## src/rwc_regs.svh

```systemverilog
// register map, field positions, reset values and timing counts of the reset/watchdog block
`ifndef RWC_REGS_SVH
`define RWC_REGS_SVH

// bus geometry
`define RWC_ADDR_W 12
`define RWC_DATA_W 32

// register byte offsets
`define RWC_CAUSE_OFS 12'h000
`define RWC_WDCTRL_OFS 12'h004

// reset cause fields
`define RWC_CAUSE_POR_BIT 0
`define RWC_CAUSE_PIN_BIT 1
`define RWC_CAUSE_BOD_BIT 2
`define RWC_CAUSE_WD_BIT 3
`define RWC_CAUSE_W 4
`define RWC_CAUSE_RST 4'h1
`define RWC_CAUSE_POR_VAL 4'h1

// watchdog control fields
`define RWC_WDC_IRQF_BIT 7
`define RWC_WDC_IRQE_BIT 6
`define RWC_WDC_WDP3_BIT 5
`define RWC_WDC_CE_BIT 4
`define RWC_WDC_RE_BIT 3
`define RWC_WDC_WDP_HI 2
`define RWC_WDC_WDP_LO 0
`define RWC_WDP_W 4
`define RWC_WDP_RST 4'h0

// timing
`define RWC_CLK_HZ 50000000
`define RWC_CLK_NS 20
`define RWC_WDOG_OSC_HZ 128000
`define RWC_WDOG_DIV_CYC (`RWC_CLK_HZ / `RWC_WDOG_OSC_HZ)
`define RWC_DIV_W 9
`define RWC_BOD_MIN_NS 2000
`define RWC_BOD_MIN_CYC ((`RWC_BOD_MIN_NS + `RWC_CLK_NS - 1) / `RWC_CLK_NS)
`define RWC_BOD_W 8
`define RWC_CE_WINDOW_CYC 4
`define RWC_CE_W 3
`define RWC_WDOG_BASE_TICKS 2048
`define RWC_WDOG_MAX_SEL 9
`define RWC_DELAY_BASE_CYC 64
`define RWC_BOD_OFF_CODE 3'h7

`endif

```

## src/rwc_pkg.sv

```systemverilog
// types shared by the reset/watchdog block
package rwc_pkg;

   // reset sequencer states
   typedef enum logic [1:0] {
      RWC_ST_HOLD,
      RWC_ST_WDPULSE,
      RWC_ST_STRETCH,
      RWC_ST_RUN
   } rwc_state_t;

   // register decode result
   typedef enum logic [1:0] {
      RWC_SEL_CAUSE,
      RWC_SEL_WDCTRL,
      RWC_SEL_NONE
   } rwc_sel_t;

endpackage

```

## src/rwc_wdog_if.sv

```systemverilog
// link between the watchdog control logic and its timer
interface rwc_wdog_if;
   logic tick;            // oscillator-rate enable pulse
   logic restart;         // clear the count
   logic run;             // watchdog active
   logic [3:0] prescale;  // timeout select
   logic expire;          // one-cycle timeout pulse

   modport ctrl (output tick, output restart, output run, output prescale, input expire);
   modport timer (input tick, input restart, input run, input prescale, output expire);
endinterface

```

## src/rwc_top.sv

```systemverilog
// reset sequencer, reset-cause flags and watchdog control with an APB register slave
`include "rwc_regs.svh"

module rwc_top #(
   parameter int unsigned WDOG_BASE_TICKS = `RWC_WDOG_BASE_TICKS,
   parameter int unsigned DELAY_BASE_CYC = `RWC_DELAY_BASE_CYC,
   parameter int unsigned DELAY_W = 20
) (
   // clock and reset
   input wire logic pclk,
   input wire logic presetn,
   // apb slave
   input wire logic psel,
   input wire logic penable,
   input wire logic pwrite,
   input wire logic [`RWC_ADDR_W-1:0] paddr,
   input wire logic [`RWC_DATA_W-1:0] pwdata,
   output logic [`RWC_DATA_W-1:0] prdata,
   output logic pready,
   output logic pslverr,
   // reset sources
   input wire logic por_low,
   input wire logic ext_reset_n,
   input wire logic brownout_low,
   // fuses
   input wire logic pin_reset_disable_fuse,
   input wire logic wdog_always_on_fuse,
   input wire logic [1:0] startup_time_fuse,
   input wire logic [3:0] clock_select_fuse,
   input wire logic [2:0] brownout_level_fuse,
   // core events
   input wire logic wdog_restart,
   input wire logic wdog_irq_ack,
   // reset and watchdog outputs
   output logic io_reset,
   output logic sys_reset,
   output logic fetch_start,
   output logic wdog_irq,
   output logic wdog_wake
);

   localparam int unsigned DIV_CYC = `RWC_WDOG_DIV_CYC;
   localparam int unsigned BOD_CYC = `RWC_BOD_MIN_CYC;
   localparam int unsigned CE_CYC = `RWC_CE_WINDOW_CYC;

   // apb state
   logic [`RWC_DATA_W-1:0] prdata_q; // read data captured in setup
   logic pready_q; // high for the single access cycle
   logic pslverr_q; // unmapped address marker
   // reset sequencing
   rwc_pkg::rwc_state_t state_q; // sequencer state
   rwc_pkg::rwc_state_t state_d; // sequencer next state
   logic [DELAY_W-1:0] dly_cnt_q; // start-up delay count
   logic [DELAY_W-1:0] dly_limit; // fuse-selected delay length
   logic [2:0] dly_shift; // fuse-derived scale
   logic sys_reset_q; // internal reset
   logic io_reset_q; // port reset
   logic fetch_start_q; // reset vector fetch pulse
   // sources
   logic pin_src; // pin low and not disabled
   logic hard_src; // sources that act without a clock
   logic hard_rst_n; // combined asynchronous reset
   logic bod_en; // detector enabled by fuses
   logic [`RWC_BOD_W-1:0] bod_cnt_q; // low-supply persistence count
   logic bod_valid_q; // brown-out accepted
   // cause flags
   logic [`RWC_CAUSE_W-1:0] cause_q; // reset cause flags
   logic [`RWC_CAUSE_W-1:0] cause_set; // hardware set events
   logic [`RWC_CAUSE_W-1:0] cause_clr; // software zero-writes
   // watchdog control
   logic irq_flag_q; // timeout interrupt flag
   logic irq_en_q; // interrupt enable as written
   logic re_q; // reset enable as written
   logic ce_q; // change window open
   logic [`RWC_CE_W-1:0] ce_cnt_q; // window age
   logic [`RWC_WDP_W-1:0] wdp_q; // timeout select
   logic ie_eff; // interrupt enable after fuse
   logic re_eff; // reset enable after fuse and flag
   logic irq_set; // timeout raises interrupt
   logic irq_clr; // vector or write-one clears flag
   logic wd_rst_req; // timeout raises reset
   logic wdog_irq_q; // interrupt request
   logic wdog_wake_q; // wake pulse
   // oscillator divider
   logic [`RWC_DIV_W-1:0] div_cnt_q; // divider count
   logic tick_q; // oscillator-rate enable
   // bus decode
   logic setup; // setup phase
   logic access; // completing access phase
   logic wr_en; // write takes effect
   rwc_pkg::rwc_sel_t sel; // decoded register
   logic wr_wdc; // write to watchdog control
   logic wr_cause; // write to cause flags
   logic [`RWC_DATA_W-1:0] rd_mux; // read data source
   logic w_ce; // written change enable
   logic w_re; // written reset enable
   logic w_ie; // written interrupt enable
   logic w_irqf; // written interrupt flag
   logic [`RWC_WDP_W-1:0] w_wdp; // written timeout select

   rwc_wdog_if wif ();

   // address decode, shared by read capture and write
   function automatic rwc_pkg::rwc_sel_t decode(input logic [`RWC_ADDR_W-1:0] a);
      if (a == `RWC_CAUSE_OFS) begin
         return rwc_pkg::RWC_SEL_CAUSE;
      end else if (a == `RWC_WDCTRL_OFS) begin
         return rwc_pkg::RWC_SEL_WDCTRL;
      end
      return rwc_pkg::RWC_SEL_NONE;
   endfunction

   // outputs straight from flops
   assign prdata = prdata_q;
   assign pready = pready_q;
   assign pslverr = pslverr_q;
   assign io_reset = io_reset_q;
   assign sys_reset = sys_reset_q;
   assign fetch_start = fetch_start_q;
   assign wdog_irq = wdog_irq_q;
   assign wdog_wake = wdog_wake_q;

   // clockless sources: pin and power-on act through the async reset
   assign pin_src = ~ext_reset_n & ~pin_reset_disable_fuse;
   assign hard_src = por_low | pin_src;
   assign hard_rst_n = presetn & ~hard_src;

   // bus phase decode
   assign setup = psel & ~penable;
   assign access = psel & penable & pready_q;
   assign wr_en = access & pwrite;
   assign sel = decode(paddr);
   assign wr_wdc = wr_en && (sel == rwc_pkg::RWC_SEL_WDCTRL);
   assign wr_cause = wr_en && (sel == rwc_pkg::RWC_SEL_CAUSE);

   // write data fields
   assign w_irqf = pwdata[`RWC_WDC_IRQF_BIT];
   assign w_ie = pwdata[`RWC_WDC_IRQE_BIT];
   assign w_ce = pwdata[`RWC_WDC_CE_BIT];
   assign w_re = pwdata[`RWC_WDC_RE_BIT];
   assign w_wdp = {pwdata[`RWC_WDC_WDP3_BIT], pwdata[`RWC_WDC_WDP_HI:`RWC_WDC_WDP_LO]};

   // read mux; unused cause bits read zero
   always_comb begin
      rd_mux = '0;
      unique case (sel)
         rwc_pkg::RWC_SEL_CAUSE: begin
            rd_mux = {{(`RWC_DATA_W-`RWC_CAUSE_W){1'b0}}, cause_q};
         end
         rwc_pkg::RWC_SEL_WDCTRL: begin
            rd_mux = {24'h000000, irq_flag_q, ie_eff, wdp_q[3], ce_q, re_eff, wdp_q[2:0]};
         end
         rwc_pkg::RWC_SEL_NONE: begin
            rd_mux = '0;
         end
      endcase
   end

   // apb slave: no wait states, pready in the first access cycle, data registered in the setup cycle
   always_ff @(posedge pclk or negedge presetn) begin
      if (!presetn) begin
         pready_q <= 1'b0;
         pslverr_q <= 1'b0;
         prdata_q <= '0;
      end else begin
         pready_q <= setup;
         if (setup) begin
            pslverr_q <= (sel == rwc_pkg::RWC_SEL_NONE);
            prdata_q <= pwrite ? '0 : rd_mux;
         end else if (access) begin
            pslverr_q <= 1'b0;
         end
      end
   end

   // brown-out filter: low supply must persist past the minimum time
   assign bod_en = (brownout_level_fuse != `RWC_BOD_OFF_CODE);
   always_ff @(posedge pclk or negedge presetn) begin
      if (!presetn) begin
         bod_cnt_q <= '0;
         bod_valid_q <= 1'b0;
      end else if (!(bod_en && brownout_low)) begin
         bod_cnt_q <= '0; // recovery drops the source at once
         bod_valid_q <= 1'b0;
      end else if (bod_cnt_q == `RWC_BOD_W'(BOD_CYC)) begin
         bod_valid_q <= 1'b1;
      end else begin
         bod_cnt_q <= bod_cnt_q + `RWC_BOD_W'(1);
      end
   end

   // fuse-selected start-up delay length
   assign dly_shift = {1'b0, startup_time_fuse} + {2'b00, clock_select_fuse[0]};
   assign dly_limit = DELAY_W'(DELAY_BASE_CYC) << dly_shift;

   // sequencer next state
   always_comb begin
      state_d = state_q;
      unique case (state_q)
         rwc_pkg::RWC_ST_HOLD: begin
            if (!bod_valid_q) begin
               state_d = rwc_pkg::RWC_ST_STRETCH;
            end
         end
         rwc_pkg::RWC_ST_WDPULSE: begin
            state_d = rwc_pkg::RWC_ST_STRETCH;
         end
         rwc_pkg::RWC_ST_STRETCH: begin
            if (bod_valid_q) begin
               state_d = rwc_pkg::RWC_ST_HOLD;
            end else if (dly_cnt_q == dly_limit - DELAY_W'(1)) begin
               state_d = rwc_pkg::RWC_ST_RUN;
            end
         end
         rwc_pkg::RWC_ST_RUN: begin
            if (bod_valid_q) begin
               state_d = rwc_pkg::RWC_ST_HOLD;
            end else if (wd_rst_req) begin
               state_d = rwc_pkg::RWC_ST_WDPULSE;
            end
         end
      endcase
   end

   // sequencer state; clockless sources force hold without an edge
   always_ff @(posedge pclk or negedge hard_rst_n) begin
      if (!hard_rst_n) begin
         state_q <= rwc_pkg::RWC_ST_HOLD;
      end else begin
         state_q <= state_d;
      end
   end

   // delay counter runs only while stretching
   always_ff @(posedge pclk or negedge hard_rst_n) begin
      if (!hard_rst_n) begin
         dly_cnt_q <= '0;
      end else if (state_q == rwc_pkg::RWC_ST_STRETCH) begin
         dly_cnt_q <= dly_cnt_q + DELAY_W'(1);
      end else begin
         dly_cnt_q <= '0;
      end
   end

   // reset outputs; set asynchronously, released on the clock
   always_ff @(posedge pclk or negedge hard_rst_n) begin
      if (!hard_rst_n) begin
         sys_reset_q <= 1'b1;
         io_reset_q <= 1'b1;
         fetch_start_q <= 1'b0;
      end else begin
         sys_reset_q <= (state_d != rwc_pkg::RWC_ST_RUN);
         io_reset_q <= bod_valid_q || (state_d == rwc_pkg::RWC_ST_WDPULSE);
         fetch_start_q <= (state_q == rwc_pkg::RWC_ST_STRETCH) && (state_d == rwc_pkg::RWC_ST_RUN);
      end
   end

   // cause flag events; pin is sampled while it holds the reset
   assign cause_set = {wd_rst_req, bod_valid_q, pin_src, 1'b0};
   assign cause_clr = wr_cause ? ~pwdata[`RWC_CAUSE_W-1:0] : '0;

   // cause flags survive all but power-on; set wins over a zero-write
   always_ff @(posedge pclk or negedge presetn) begin
      if (!presetn) begin
         cause_q <= `RWC_CAUSE_RST;
      end else if (por_low) begin
         cause_q <= `RWC_CAUSE_POR_VAL;
      end else begin
         cause_q <= (cause_q & ~cause_clr) | cause_set;
      end
   end

   // effective enables: fuse locks reset mode, cause flag pins reset enable
   assign ie_eff = irq_en_q & ~wdog_always_on_fuse;
   assign re_eff = re_q | cause_q[`RWC_CAUSE_WD_BIT] | wdog_always_on_fuse;

   // timeout outcome per mode; combined mode resets if flag still pending
   assign irq_set = wif.expire && ie_eff && (!re_eff || !irq_flag_q);
   assign wd_rst_req = wif.expire && re_eff && !(ie_eff && !irq_flag_q);
   assign irq_clr = wdog_irq_ack || (wr_wdc && w_irqf);

   // change window: opened only by change and reset enable in one write
   always_ff @(posedge pclk or negedge hard_rst_n) begin
      if (!hard_rst_n) begin
         ce_q <= 1'b0;
         ce_cnt_q <= '0;
      end else if (sys_reset_q) begin
         ce_q <= 1'b0;
         ce_cnt_q <= '0;
      end else if (wr_wdc && w_ce && w_re) begin
         ce_q <= 1'b1;
         ce_cnt_q <= '0;
      end else if (ce_q) begin
         if (ce_cnt_q == `RWC_CE_W'(CE_CYC - 1)) begin
            ce_q <= 1'b0;
         end else begin
            ce_cnt_q <= ce_cnt_q + `RWC_CE_W'(1);
         end
      end
   end

   // reset enable and timeout select; clearing or retiming needs the window
   always_ff @(posedge pclk or negedge hard_rst_n) begin
      if (!hard_rst_n) begin
         re_q <= 1'b0;
         wdp_q <= `RWC_WDP_RST;
      end else if (sys_reset_q) begin
         re_q <= 1'b0;
         wdp_q <= `RWC_WDP_RST;
      end else if (wr_wdc) begin
         if (ce_q && !w_ce) begin
            re_q <= w_re;
            wdp_q <= w_wdp;
         end else if (w_re) begin
            re_q <= 1'b1; // setting is never guarded
         end
      end
   end

   // interrupt enable; vector in combined mode drops to reset mode
   always_ff @(posedge pclk or negedge hard_rst_n) begin
      if (!hard_rst_n) begin
         irq_en_q <= 1'b0;
      end else if (sys_reset_q) begin
         irq_en_q <= 1'b0;
      end else if (wdog_irq_ack && re_eff) begin
         irq_en_q <= 1'b0;
      end else if (wr_wdc) begin
         irq_en_q <= w_ie;
      end
   end

   // interrupt flag; a timeout in the clearing cycle still sets it
   always_ff @(posedge pclk or negedge hard_rst_n) begin
      if (!hard_rst_n) begin
         irq_flag_q <= 1'b0;
      end else if (sys_reset_q) begin
         irq_flag_q <= 1'b0;
      end else begin
         irq_flag_q <= (irq_flag_q & ~irq_clr) | irq_set;
      end
   end

   // interrupt request and wake pulse
   always_ff @(posedge pclk or negedge hard_rst_n) begin
      if (!hard_rst_n) begin
         wdog_irq_q <= 1'b0;
         wdog_wake_q <= 1'b0;
      end else begin
         wdog_irq_q <= irq_flag_q & ie_eff;
         wdog_wake_q <= irq_set;
      end
   end

   // oscillator-rate enable; keeps running through system reset
   always_ff @(posedge pclk or negedge presetn) begin
      if (!presetn) begin
         div_cnt_q <= '0;
         tick_q <= 1'b0;
      end else if (div_cnt_q == `RWC_DIV_W'(DIV_CYC - 1)) begin
         div_cnt_q <= '0;
         tick_q <= 1'b1;
      end else begin
         div_cnt_q <= div_cnt_q + `RWC_DIV_W'(1);
         tick_q <= 1'b0;
      end
   end

   // timer hookup; stopped mode holds the count at zero
   assign wif.tick = tick_q;
   assign wif.restart = wdog_restart;
   assign wif.run = re_eff | ie_eff;
   assign wif.prescale = wdp_q;

   rwc_wdog_timer #(
      .BASE_TICKS(WDOG_BASE_TICKS)
   ) u_timer (
      .clk(pclk),
      .rst_n(presetn),
      .w(wif.timer)
   );

endmodule

```

## src/rwc_wdog_timer.sv

```systemverilog
// watchdog timeout counter driven by oscillator-rate ticks
`include "rwc_regs.svh"

module rwc_wdog_timer #(
   parameter int unsigned BASE_TICKS = `RWC_WDOG_BASE_TICKS
) (
   // clock and reset
   input wire logic clk,
   input wire logic rst_n,
   // control side
   rwc_wdog_if.timer w
);

   localparam int unsigned CNT_W = $clog2(BASE_TICKS) + `RWC_WDOG_MAX_SEL + 1;

   logic [CNT_W-1:0] cnt_q; // ticks since last restart

   // terminal count for a select code; codes past the longest clamp to it
   function automatic logic [CNT_W-1:0] term_count(input logic [3:0] sel);
      logic [3:0] s;
      s = (sel > 4'(`RWC_WDOG_MAX_SEL)) ? 4'(`RWC_WDOG_MAX_SEL) : sel;
      return (CNT_W'(BASE_TICKS) << s) - CNT_W'(1);
   endfunction

   // counting; >= so that shrinking the timeout mid-count still expires
   always_ff @(posedge clk or negedge rst_n) begin
      if (!rst_n) begin
         cnt_q <= '0;
         w.expire <= 1'b0;
      end else begin
         w.expire <= 1'b0;
         if (w.restart || !w.run) begin
            cnt_q <= '0;
         end else if (w.tick) begin
            if (cnt_q >= term_count(w.prescale)) begin
               cnt_q <= '0;
               w.expire <= 1'b1;
            end else begin
               cnt_q <= cnt_q + CNT_W'(1);
            end
         end
      end
   end

endmodule

```

## config.mk

```make
export PLATFORM = sky130hd
export DESIGN_NAME = rwc_top
export DESIGN_NICKNAME = d
export VERILOG_FILES = /design/src/rwc_pkg.sv /design/src/rwc_wdog_if.sv /design/src/rwc_top.sv /design/src/rwc_wdog_timer.sv
export VERILOG_INCLUDE_DIRS = /design/src
export SDC_FILE = /design/constraint.sdc
export NUM_CORES = 1
export LEC_CHECK = 0
export CAP_MARGIN = 10
export CORE_MARGIN = 2
export CORE_UTILIZATION = 63
export DETAILED_ROUTE_END_ITERATION = 16
export DONT_BUFFER_PORTS = 1
export PLACE_DENSITY_LB_ADDON = 0.05
export SYNTH_ARGS = -nofsm -noshare
export SYNTH_HDL_FRONTEND = slang
export SYNTH_SLANG_ARGS = --single-unit
```

## constraint.sdc

```tcl
create_clock -name pclk -period 4.9 [get_ports pclk]
set_input_delay 0.49 -clock pclk [delete_from_list [all_inputs] [get_ports pclk]]
set_output_delay 0.49 -clock pclk [all_outputs]
set_load 0.02 [all_outputs]
```

# Yosys cells after proc, flatten, opt, wreduce, memory -nomap -nowiden
# Index checks and enable logic that the tools add are counted.
dict set report totals {
  word_cells 162
  latchBits 0
  mem_bits_ro 0
  ff_bits 117
  mem_bits_rw 0
  output_inout_bits 39
  inputBits 65
  memories 0
}
dict set report op_classes {
  n_mul 0
  n_lt_le_gt_ge 2
  muxes 50
  shift 2
  n_div 0
  n_eq_ne 17
  n_reduce_logical 36
  n_bitwise 24
  addsub 8
}
# operator n
set ops {}
lappend ops {{$pmux W32 S3} 1}
lappend ops {{$mux W21} 3}
lappend ops {{$mux W32} 1}
lappend ops {{$mux W4} 6}
lappend ops {{$mux W1} 22}
lappend ops {{$add A21 B1 Y21 const B} 1}
lappend ops {{$ge A21 B21 Y1} 1}
lappend ops {{$shl A12 B4 Y21 const A} 1}
lappend ops {{$sub A21 B1 Y21 const B} 1}
lappend ops {{$add A20 B1 Y20 const B} 1}
lappend ops {{$eq A20 B20 Y1} 1}
lappend ops {{$mux W20} 1}
lappend ops {{$shl A7 B3 Y20 const A} 1}
lappend ops {{$sub A20 B1 Y20 const B} 1}
lappend ops {{$mux W2} 8}
lappend ops {{$mux W8} 2}
lappend ops {{$logic_and A1 B1 Y1} 14}
lappend ops {{$eq A12 B3 Y1 const B} 1}
lappend ops {{$logic_not A12 Y1} 1}
lappend ops {{$mux W3} 4}
lappend ops {{$add A9 B1 Y9 const B} 1}
lappend ops {{$and A1 B1 Y1} 9}
lappend ops {{$eq A9 B9 Y1 const B} 1}
lappend ops {{$mux W9} 1}
lappend ops {{23 further kinds} 55}

# Longest topological paths before layout
# Gate-level depths: netlist (run 1).
dict set report depth {
  word_depth 12
  ltp_mapped 16
  mapped_depth_nobuf 13
}

# Modules after synthesis
# Synthesis (run 1) repeated with hierarchy kept, for this count alone.
dict set report hier_totals {
  cells_unflattened 539
  area_unflattened_um2 5132.4
}
# module seq_area_each_um2 cells_each area_each_um2 n_inst
set modules_own_cells {}
lappend modules_own_cells {rwc_top 1780.5 366 3621.0 1}
lappend modules_own_cells {rwc_wdog_timer 550.5 173 1511.4 1}

# Worst setup path after synthesis (run 1)
# OpenSTA, ideal clock, no wires.
dict set report synth_path {
  kind {flip-flop to flip-flop}
  from {register wdp_q[0]}
  to {register u_timer.cnt_q[1]}
  t_arrival_ns 3.121
  slack_ns 1.658
  n_path_buf 2
  period_less_slack_ns 3.242
  setup_time_ns 0.121
  required_time_ns 4.779
  path_stages_with_launch 12
  cell_sequence {dfrtp_1 -> or2_2 -> or3_1 -> ha_1 -> ha_1 -> nand4_1 -> or4_1 -> a211o_1 -> and2_4 -> buf_6 -> buf_8 -> a22o_1}
}
dict set report synth_via {
  elab_chain_cells 8
}
# item line_no
set synth_lines {}
lappend synth_lines {{start, declared} rwc_top.sv:76} ;# logic [`RWC_WDP_W-1:0] wdp_q;
lappend synth_lines {{start signal, assigned} rwc_top.sv:306} ;# wdp_q <= `RWC_WDP_RST;
lappend synth_lines {{start signal, assigned} rwc_top.sv:309} ;# wdp_q <= `RWC_WDP_RST;
lappend synth_lines {{start signal, assigned} rwc_top.sv:313} ;# wdp_q <= w_wdp;
lappend synth_lines {{$gt A4 B4 Y1} rwc_wdog_timer.sv:21} ;# s = (sel > 4'(`RWC_WDOG_MAX_SEL)) ? 4'(`RWC_WDOG_MAX_SEL) : sel;
lappend synth_lines {{$mux W4 (*)} rwc_wdog_timer.sv:21}
lappend synth_lines {{$shl A12 B4 Y21 (*)} rwc_wdog_timer.sv:22} ;# return (CNT_W'(BASE_TICKS) << s) - CNT_W'(1);
lappend synth_lines {{$sub A21 B1 Y21 (*)} rwc_wdog_timer.sv:22}
lappend synth_lines {{$ge A21 B21 Y1 (*)} rwc_wdog_timer.sv:35} ;# if (cnt_q >= term_count(w.prescale)) begin
lappend synth_lines {{$mux W21 (*)} rwc_wdog_timer.sv:35}
lappend synth_lines {{$mux W21 (*)} rwc_wdog_timer.sv:34} ;# end else if (w.tick) begin
lappend synth_lines {{$mux W21 (*)} rwc_wdog_timer.sv:32} ;# if (w.restart || !w.run) begin
lappend synth_lines {{end signal, assigned} rwc_wdog_timer.sv:39} ;# cnt_q <= cnt_q + CNT_W'(1);
lappend synth_lines {{end, declared} rwc_wdog_timer.sv:16} ;# logic [CNT_W-1:0] cnt_q;
# Mark *: on every way between the ends. The rest lies on a longest branch, timed or not. The select of a mux whose other input is x is not followed.
# A chain may end at the register's enable or synchronous reset.

# Final worst setup path (run 1)
dict set report layout_path {
  from {register wdp_q[1]}
  to {register u_timer.cnt_q[5]}
}
# Same word-level chain as after synthesis.

==> results of run 1 <==
[metal layers]
| layer | global-route usage, % | vias up |
|---|---|---|
| met2 | 37.6 | 79 |
| met3 | 4.82 | 11 |
| met4 | 7.61 | 0 |
| li1 | - | 1842 |
| met5 | 0 | - |
| met1 | 33.3 | 1831 |
[cells in the final DEF, fill, tap and decap left out, types with 11 or more instances in the layout]
| master | n |
|---|---|
| dfrtp_1 | 90 |
| nor2_1 | 51 |
| nand3_1 | 34 |
| a21oi_1 | 29 |
| o21ai_0 | 29 |
| nand2_1 | 28 |
| conb_1 | 25 |
| xor2_1 | 23 |
| ha_1 | 22 |
| inv_1 | 21 |
| and3_1 | 17 |
| nand4_1 | 16 |
| xnor2_1 | 15 |
| or3_1 | 11 |
[final cells by class]
type / instances / area (µm²)
Clock inverter: 7 / 105
Multi-Input combinational cell: 402 / 2500
Tap cell: 102 / 128
Fill cell: 644 / 2460
Timing Repair Buffer: 3 / 42.5
Sequential cell: 93 / 2330
Inverter: 21 / 78.8
Clock buffer: 9 / 124
[power breakdown]
| part | total, mW | switching [mW] | internal, mW | leakage, nW |
|---|---|---|---|---|
| clock network | 0.588 | 0.291 | 0.297 | 0.113 |
| registers | 0.837 | 0.0353 | 0.802 | 1.25 |
| logic | 0.155 | 0.0956 | 0.0593 | 1.00 |
[per-stage QoR]
step	util [%]	setup WS [ns]	power (mW)	hold slack (ns)
3_5_place_dp	64.9	1.48	0.992	0.195
5_1_grt	68.4	1.23	1.66	0.148
3_3_place_gp	64.9	1.50	0.986	0.196
6_report	68.4	1.45	1.58	0.178
4_1_cts	68.3	1.46	1.60	0.151
2_1_floorplan	-	1.66	0.981	0.194
[flip-flops by register name, summed over array words and instances, names as in the netlist, 2 cells and up]
register,count
bod_cnt_q,8
cause_q,4
ce_cnt_q,3
div_cnt_q,9
dly_cnt_q,20
prdata,8
state_q,2
u_timer.cnt_q,21
wdp_q,4
[how the worst max path moves through the flow]
| stage | from | depth (start not counted) | endpoint |
|---|---|---|---|
| floorplan | wdp_q[0] | 11 | u_timer.cnt_q[1] |
| global placement | wdp_q[0] | 10 | u_timer.cnt_q[5] |
| detailed placement | wdp_q[0] | 10 | u_timer.cnt_q[7] |
| CTS | wdp_q[0] | 10 | u_timer.cnt_q[5] |
| global route | wdp_q[0] | 13 | u_timer.cnt_q[16] |
| finish | wdp_q[1] | 10 | u_timer.cnt_q[5] |
[kinds of logic (layout without fill, tap and decap cells)]
kind of cell / Yosys count / count (layout) / share of synthesized area (%)
compound gates: 100 / 100 / 12.0
xor+xnor: 38 / 38 / 6.52
fa+ha+maj: 22 / 22 / 5.40
buf+inv: 65 / 40 / 6.99
flops: 93 / 93 / 45.7
mux: 9 / 9 / 1.77
other cells: 2 / 25 / 0.147
simple gates: 208 / 208 / 21.4
[critical path: cells and delay by family (launching register included)]
kind,cells,cell delay (ns)
simple gates,5,1.51
flops,1,0.46
fa+ha+maj,2,0.62
compound gates,3,0.75
==> metrics.csv, run 1 <==
stage;metric;value;unit
run;cap_violations;0;
setup_path;required;5.15;ns
clock_network;cts_setup_buffers;0;
power_and_ir_drop;leakage;2.36;nW
floorplan;die_y;94.0;µm
sta;slew_viol_final;0;
setup_path;r2r_end;u_timer.cnt_q[5];
synthesis;synth_edf_count;0;
setup_path;path_max_fanout;17;
setup_path;worstSetupPathType;flop to flop;
detailed_routing;drc;0;
clock_network;clk_latency;0.36;ns
finish;areaGrowthSynthToFinish;4.10;%
clock_network;cts-buffers-inserted;9;
detailed_routing;first_pass_iters;4;
hold_path;holdPathEnd;cause_q[3];
detailed_routing;wl_met3;421;µm
clock_network;hold_buffers;2;
setup_path;reg2regPathDepth;10;
synthesis;ys_warn_count;0;
setup_path;start_kind;flop;
clock_network;cts.htree.levels;3;
hold_path;min_from;por_low;
detailed_routing;wire_per_inst;15.5;µm
sta;fin_setup_tns;0;ns
synthesis;yosysSeqAreaShare;45.7;%
clock_network;cts_tree;built;
setup_path;cpMostUsedCell;ha_1;
finish;n_antenna_cell;0;
grt;grt_pass1_vias;3542;
detailed_routing;top_layer_used;met4;
synthesis;avgSynthCellArea;9.50;µm²
sta;tightest_slew;1.01;ns
floorplan;initial_utilization;65.7;%
floorplan;core-area;0.00777;mm²
synthesis;synth.most_common_cell;dfrtp_1;
setup_path;worstSetupEndpointType;flop;
floorplan;boundaryPins;104;
sta;rsz0062_at_grt;no;
finish;drive_above_1_share;5.79;%
synthesis;synth_cell_type_count;57;
synthesis;synth_flop_cell;dfrtp_1;
synthesis;synth_seq_cells;93;
synthesis;syn-instance-count;537;
sta;clock.fmax;0.290;GHz
clock_network;cts_resized;0;
synthesis;netlist_area;0.00510;mm²
finish;finalNetCount;617;
place;dp.cells;618;
finish;fin_area;0.00531;mm²
detailed_routing;vias_per_cell;5.91;
grt;track_usage;23.8;%
detailed_routing;ant_nets;0;
place;place.gp.congestion;0.827;
setup_path;path_cells;or2_2, or3_1, ha_1, ha_1, nand4_1, or4_1, a211o_1, nand2_2, o21ai_0, a21bo_2;
synthesis;synthArstFlopShare;100;%
hold_path;hold_path_depth;1;
grt;grt_pass1_wl;16700;µm
synthesis;synth_area_leaders;dfrtp_1 44%, ha_1 5.4%, xor2_1 3.9%;
detailed_routing;wl_met2;4640;µm
sta;slew-limit-headroom;32.0;%
floorplan;die-area;0.00883;mm²
detailed_routing;met1_length;4680;µm
sta;fin_skew;0.00859;ns
grt;grt_max_degree;56;
synthesis;synthDominantCellAreaShare;44.2;%
finish;finalNonFillerCells;637;
place;place_area;0.00504;mm²
power_and_ir_drop;vdd_drop_max;197;µV
detailed_routing;vias;3763;
detailed_routing;drt_iter0_markers;144;
setup_path;reg2reg_slack;1.45;ns
grt;antenna_found_initial;0;
clock_network;clockRootBuffer;clkbuf_8;
clock_network;clock_path_buffers;2;
setup_path;slowest_delay;0.48;ns
synthesis;synth_area_leader_cell;dfrtp_1;
clock_network;clkTransAtPathRegs;0.10;ns
place;numPortBuffers;0;
sta;hold_violations;0;
setup_path;r2r_start;wdp_q[1];
sta;fin_crit;3.45;ns
hold_path;hold_path_class;primary input to flop;
setup_path;critical_path_arrival;3.70;ns
sta;fin_crit_sh;70.3;%
setup_path;crit_slowest_cell;or4_1;
sta;setup_viol;0;
power_and_ir_drop;p_per_area;297;mW/mm²
outcome;outcome;completed;
place;dp_hpwl;6880;µm
floorplan;dieWidth;94.0;µm
grt;grt-ovfl-total;0;
synthesis;synth.top_cells.by_count;90 x dfrtp_1, 51 x nor2_1, 34 x nand3_1;
floorplan;rows;32;
clock_network;clock_sinks;93;
detailed_routing;wl;9890;µm
Power figures use the tool's default switching activity.
==> run 2: changes to the inputs <==
- clock period: 4.9 -> 3.36 ns (I/O delays scaled with it)
==> run 2 against run 1 <==
Total power grew 46%. Critical path type unchanged. Global-route usage is essentially flat. Wire length grew 2.3%. Count of clock-buffer cells in the layout grew 1. Clock skew grew 0.0049 ns. Design area grew 3.0%. Hold slack lost 0.16 ns. Critical endpoint is now u_timer.cnt_q[7].
==> metrics.csv, run 2 (synthesized netlist as in run 1, its figures left out) <==
stage;metric;value;unit
outcome;outcome;completed;
grt;grt_max_degree;56;
finish;utilization;70.4;%
power_and_ir_drop;p_per_area;421;mW/mm²
detailed_routing;first_pass_iters;5;
grt;grt-ovfl-total;0;
detailed_routing;vias;3805;
setup_path;worstSetupPathType;flop to flop;
setup_path;path_buf_inv;1;
clock_network;cts-buffers-inserted;9;
setup_path;start_kind;flop;
detailed_routing;drt_iter0_markers;139;
grt;track_usage;23.9;%
sta;fin_crit;3.25;ns
finish;largestRegisters;u_timer.cnt_q (21), dly_cnt_q (20), div_cnt_q (9);
clock_network;clock_path_buffers;2;
floorplan;die-area;0.00883;mm²
grt;grt_pass1_vias;3533;
setup_path;critical_path_arrival;3.50;ns
floorplan;initial_utilization;65.7;%
sta;fin_crit_sh;96.6;%
floorplan;die_y;94.0;µm
clock_network;cts.htree.levels;3;
floorplan;rows;32;
detailed_routing;wl;10100;µm
sta;fin_setup_tns;0;ns
grt;grt_pass1_wl;16700;µm
setup_path;crit_slowest_cell;dfrtp_1;
finish;mostFrequentLayoutCells;90 x dfrtp_1, 51 x nor2_1, 34 x nand3_1;
floorplan;dieWidth;94.0;µm
sta;fin_ws;0.114;ns
finish;finalNetCount;631;
place;pre_cts_slack;0.0341;ns
detailed_routing;ant_nets;0;
clock_network;clock_sinks;93;
finish;largest-register;u_timer.cnt_q;
clock_network;clkTransAtPathRegs;0.09;ns
finish;areaGrowthSynthToFinish;7.19;%
setup_path;required;3.61;ns
power_and_ir_drop;power;2.30;mW
sta;slew_viol_final;0;
power_and_ir_drop;leakage;2.44;nW
detailed_routing;drc;0;
sta;hold_violations;0;
place;place_area;0.00509;mm²
floorplan;core-area;0.00777;mm²
detailed_routing;wire_per_inst;15.5;µm
place;numPortBuffers;0;
power_and_ir_drop;vdd_drop_max;267;µV
finish;n_antenna_cell;0;
clock_network;cts_tree;built;
clock_network;clk_latency;0.37;ns
grt;antenna_found_initial;0;
sta;rsz0062_at_grt;no;
finish;drive_above_1_share;8.56;%
sta;slew-limit-headroom;28.2;%
sta;clock.fmax;0.308;GHz
finish;largest_reg_flops;21;
place;dp_hpwl;6930;µm
setup_path;worstSetupEndpointType;flop;
finish;mostFrequentLayoutCell;dfrtp_1;
hold_path;hold_path_class;primary input to flop;
sta;setup_viol;0;
finish;n_fill_cell;613;
detailed_routing;vias_per_cell;5.84;
sta;tightest_slew;1.07;ns
finish;fin_area;0.00547;mm²
floorplan;boundaryPins;104;
setup_path;path_max_fanout;7;
place;place.gp.congestion;0.864;
setup_path;path_cells;or2_2, or3_1, ha_4, nor3_1, a21o_1, a32oi_1, ha_1, nand4_1, buf_4, a211o_4, and2_4, and3_1, a211o_1;
setup_path;cp_top_family;simple AND/OR/NAND/NOR gates;
run;cap_violations;0;
sta;fin_skew;0.0135;ns
clock_network;clockRootBuffer;clkbuf_8;
setup_path;slowest_delay;0.39;ns
run 2: routing by layer:
metal | part of all wire (%) | global-route usage (%)
met2 | 48 | 37.0
met5 | 0 | 0
met4 | 1.1 | 8.57
met1 | 46 | 33.9
met3 | 4.8 | 4.25
run 2: through the flow:
stage                     hold slack (ns)  std cells
final                              0.0214        651
after CTS                         0.00624        644
after detailed placement           0.0413        625
after floorplan                    0.0404        560
after global placement             0.0414        625
after global routing              0.00521        651
run 2: timing repair:
action                                  in CTS  in global routing
endpoints found under the hold margin       56                  0
gates resized for setup                      0                  6
hold buffers                                 3                  0
setup buffers                                0                  5
endpoints found under the setup margin       0                 13
run 2: worst register-to-register path, cell delays in order, from the launching register on:
cell and delay (ns):
dfrtp_1 0.39, or2_2 0.32, or3_1 0.37, ha_4 0.19, nor3_1 0.14, a21o_1 0.11, a32oi_1 0.10, ha_1 0.30
nand4_1 0.13, buf_4 0.17, a211o_4 0.35, and2_4 0.18, and3_1 0.17, a211o_1 0.21
run 2: final cells by class:
| class | instances | area [µm²] | share of cell area, % |
|---|---|---|---|
| sequential | 93 | 2330 | 42.6 |
| timing repair buffer | 16 | 155 | 2.84 |
| clock buffer | 10 | 138 | 2.52 |
| inverter | 21 | 78.8 | 1.44 |
| multi-input combinational | 403 | 2540 | 46.5 |
| clock inverter | 6 | 92.6 | 1.69 |
| tap | 102 | 128 | 2.33 |
run 2: path summary, 6_finish.rpt:
path	from	end	slack (ns)	cells after the start
worst max-delay path	wdp_q[0]	u_timer.cnt_q[7]	0.11	13
worst min-delay path	por_low	cause_q[2]	0.02	1
worst max register to register	wdp_q[0]	u_timer.cnt_q[7]	0.11	13
worst min register to register	dly_cnt_q[0]	dly_cnt_q[0]	0.46	1
max in group asynchronous	presetn	cause_q[0]	2.53	2
min in group asynchronous	presetn	wdp_q[0]	0.16	1
run 2: power breakdown:
| part | internal [mW] | total (mW) | switching, mW | leakage [nW] |
|---|---|---|---|---|
| Sequential | 1.17 | 1.22 | 0.0532 | 1.25 |
| Combinational | 0.0875 | 0.228 | 0.140 | 1.08 |
| Clock | 0.445 | 0.852 | 0.407 | 0.110 |
| Total | 1.70 | 2.30 | 0.601 | 2.44 |
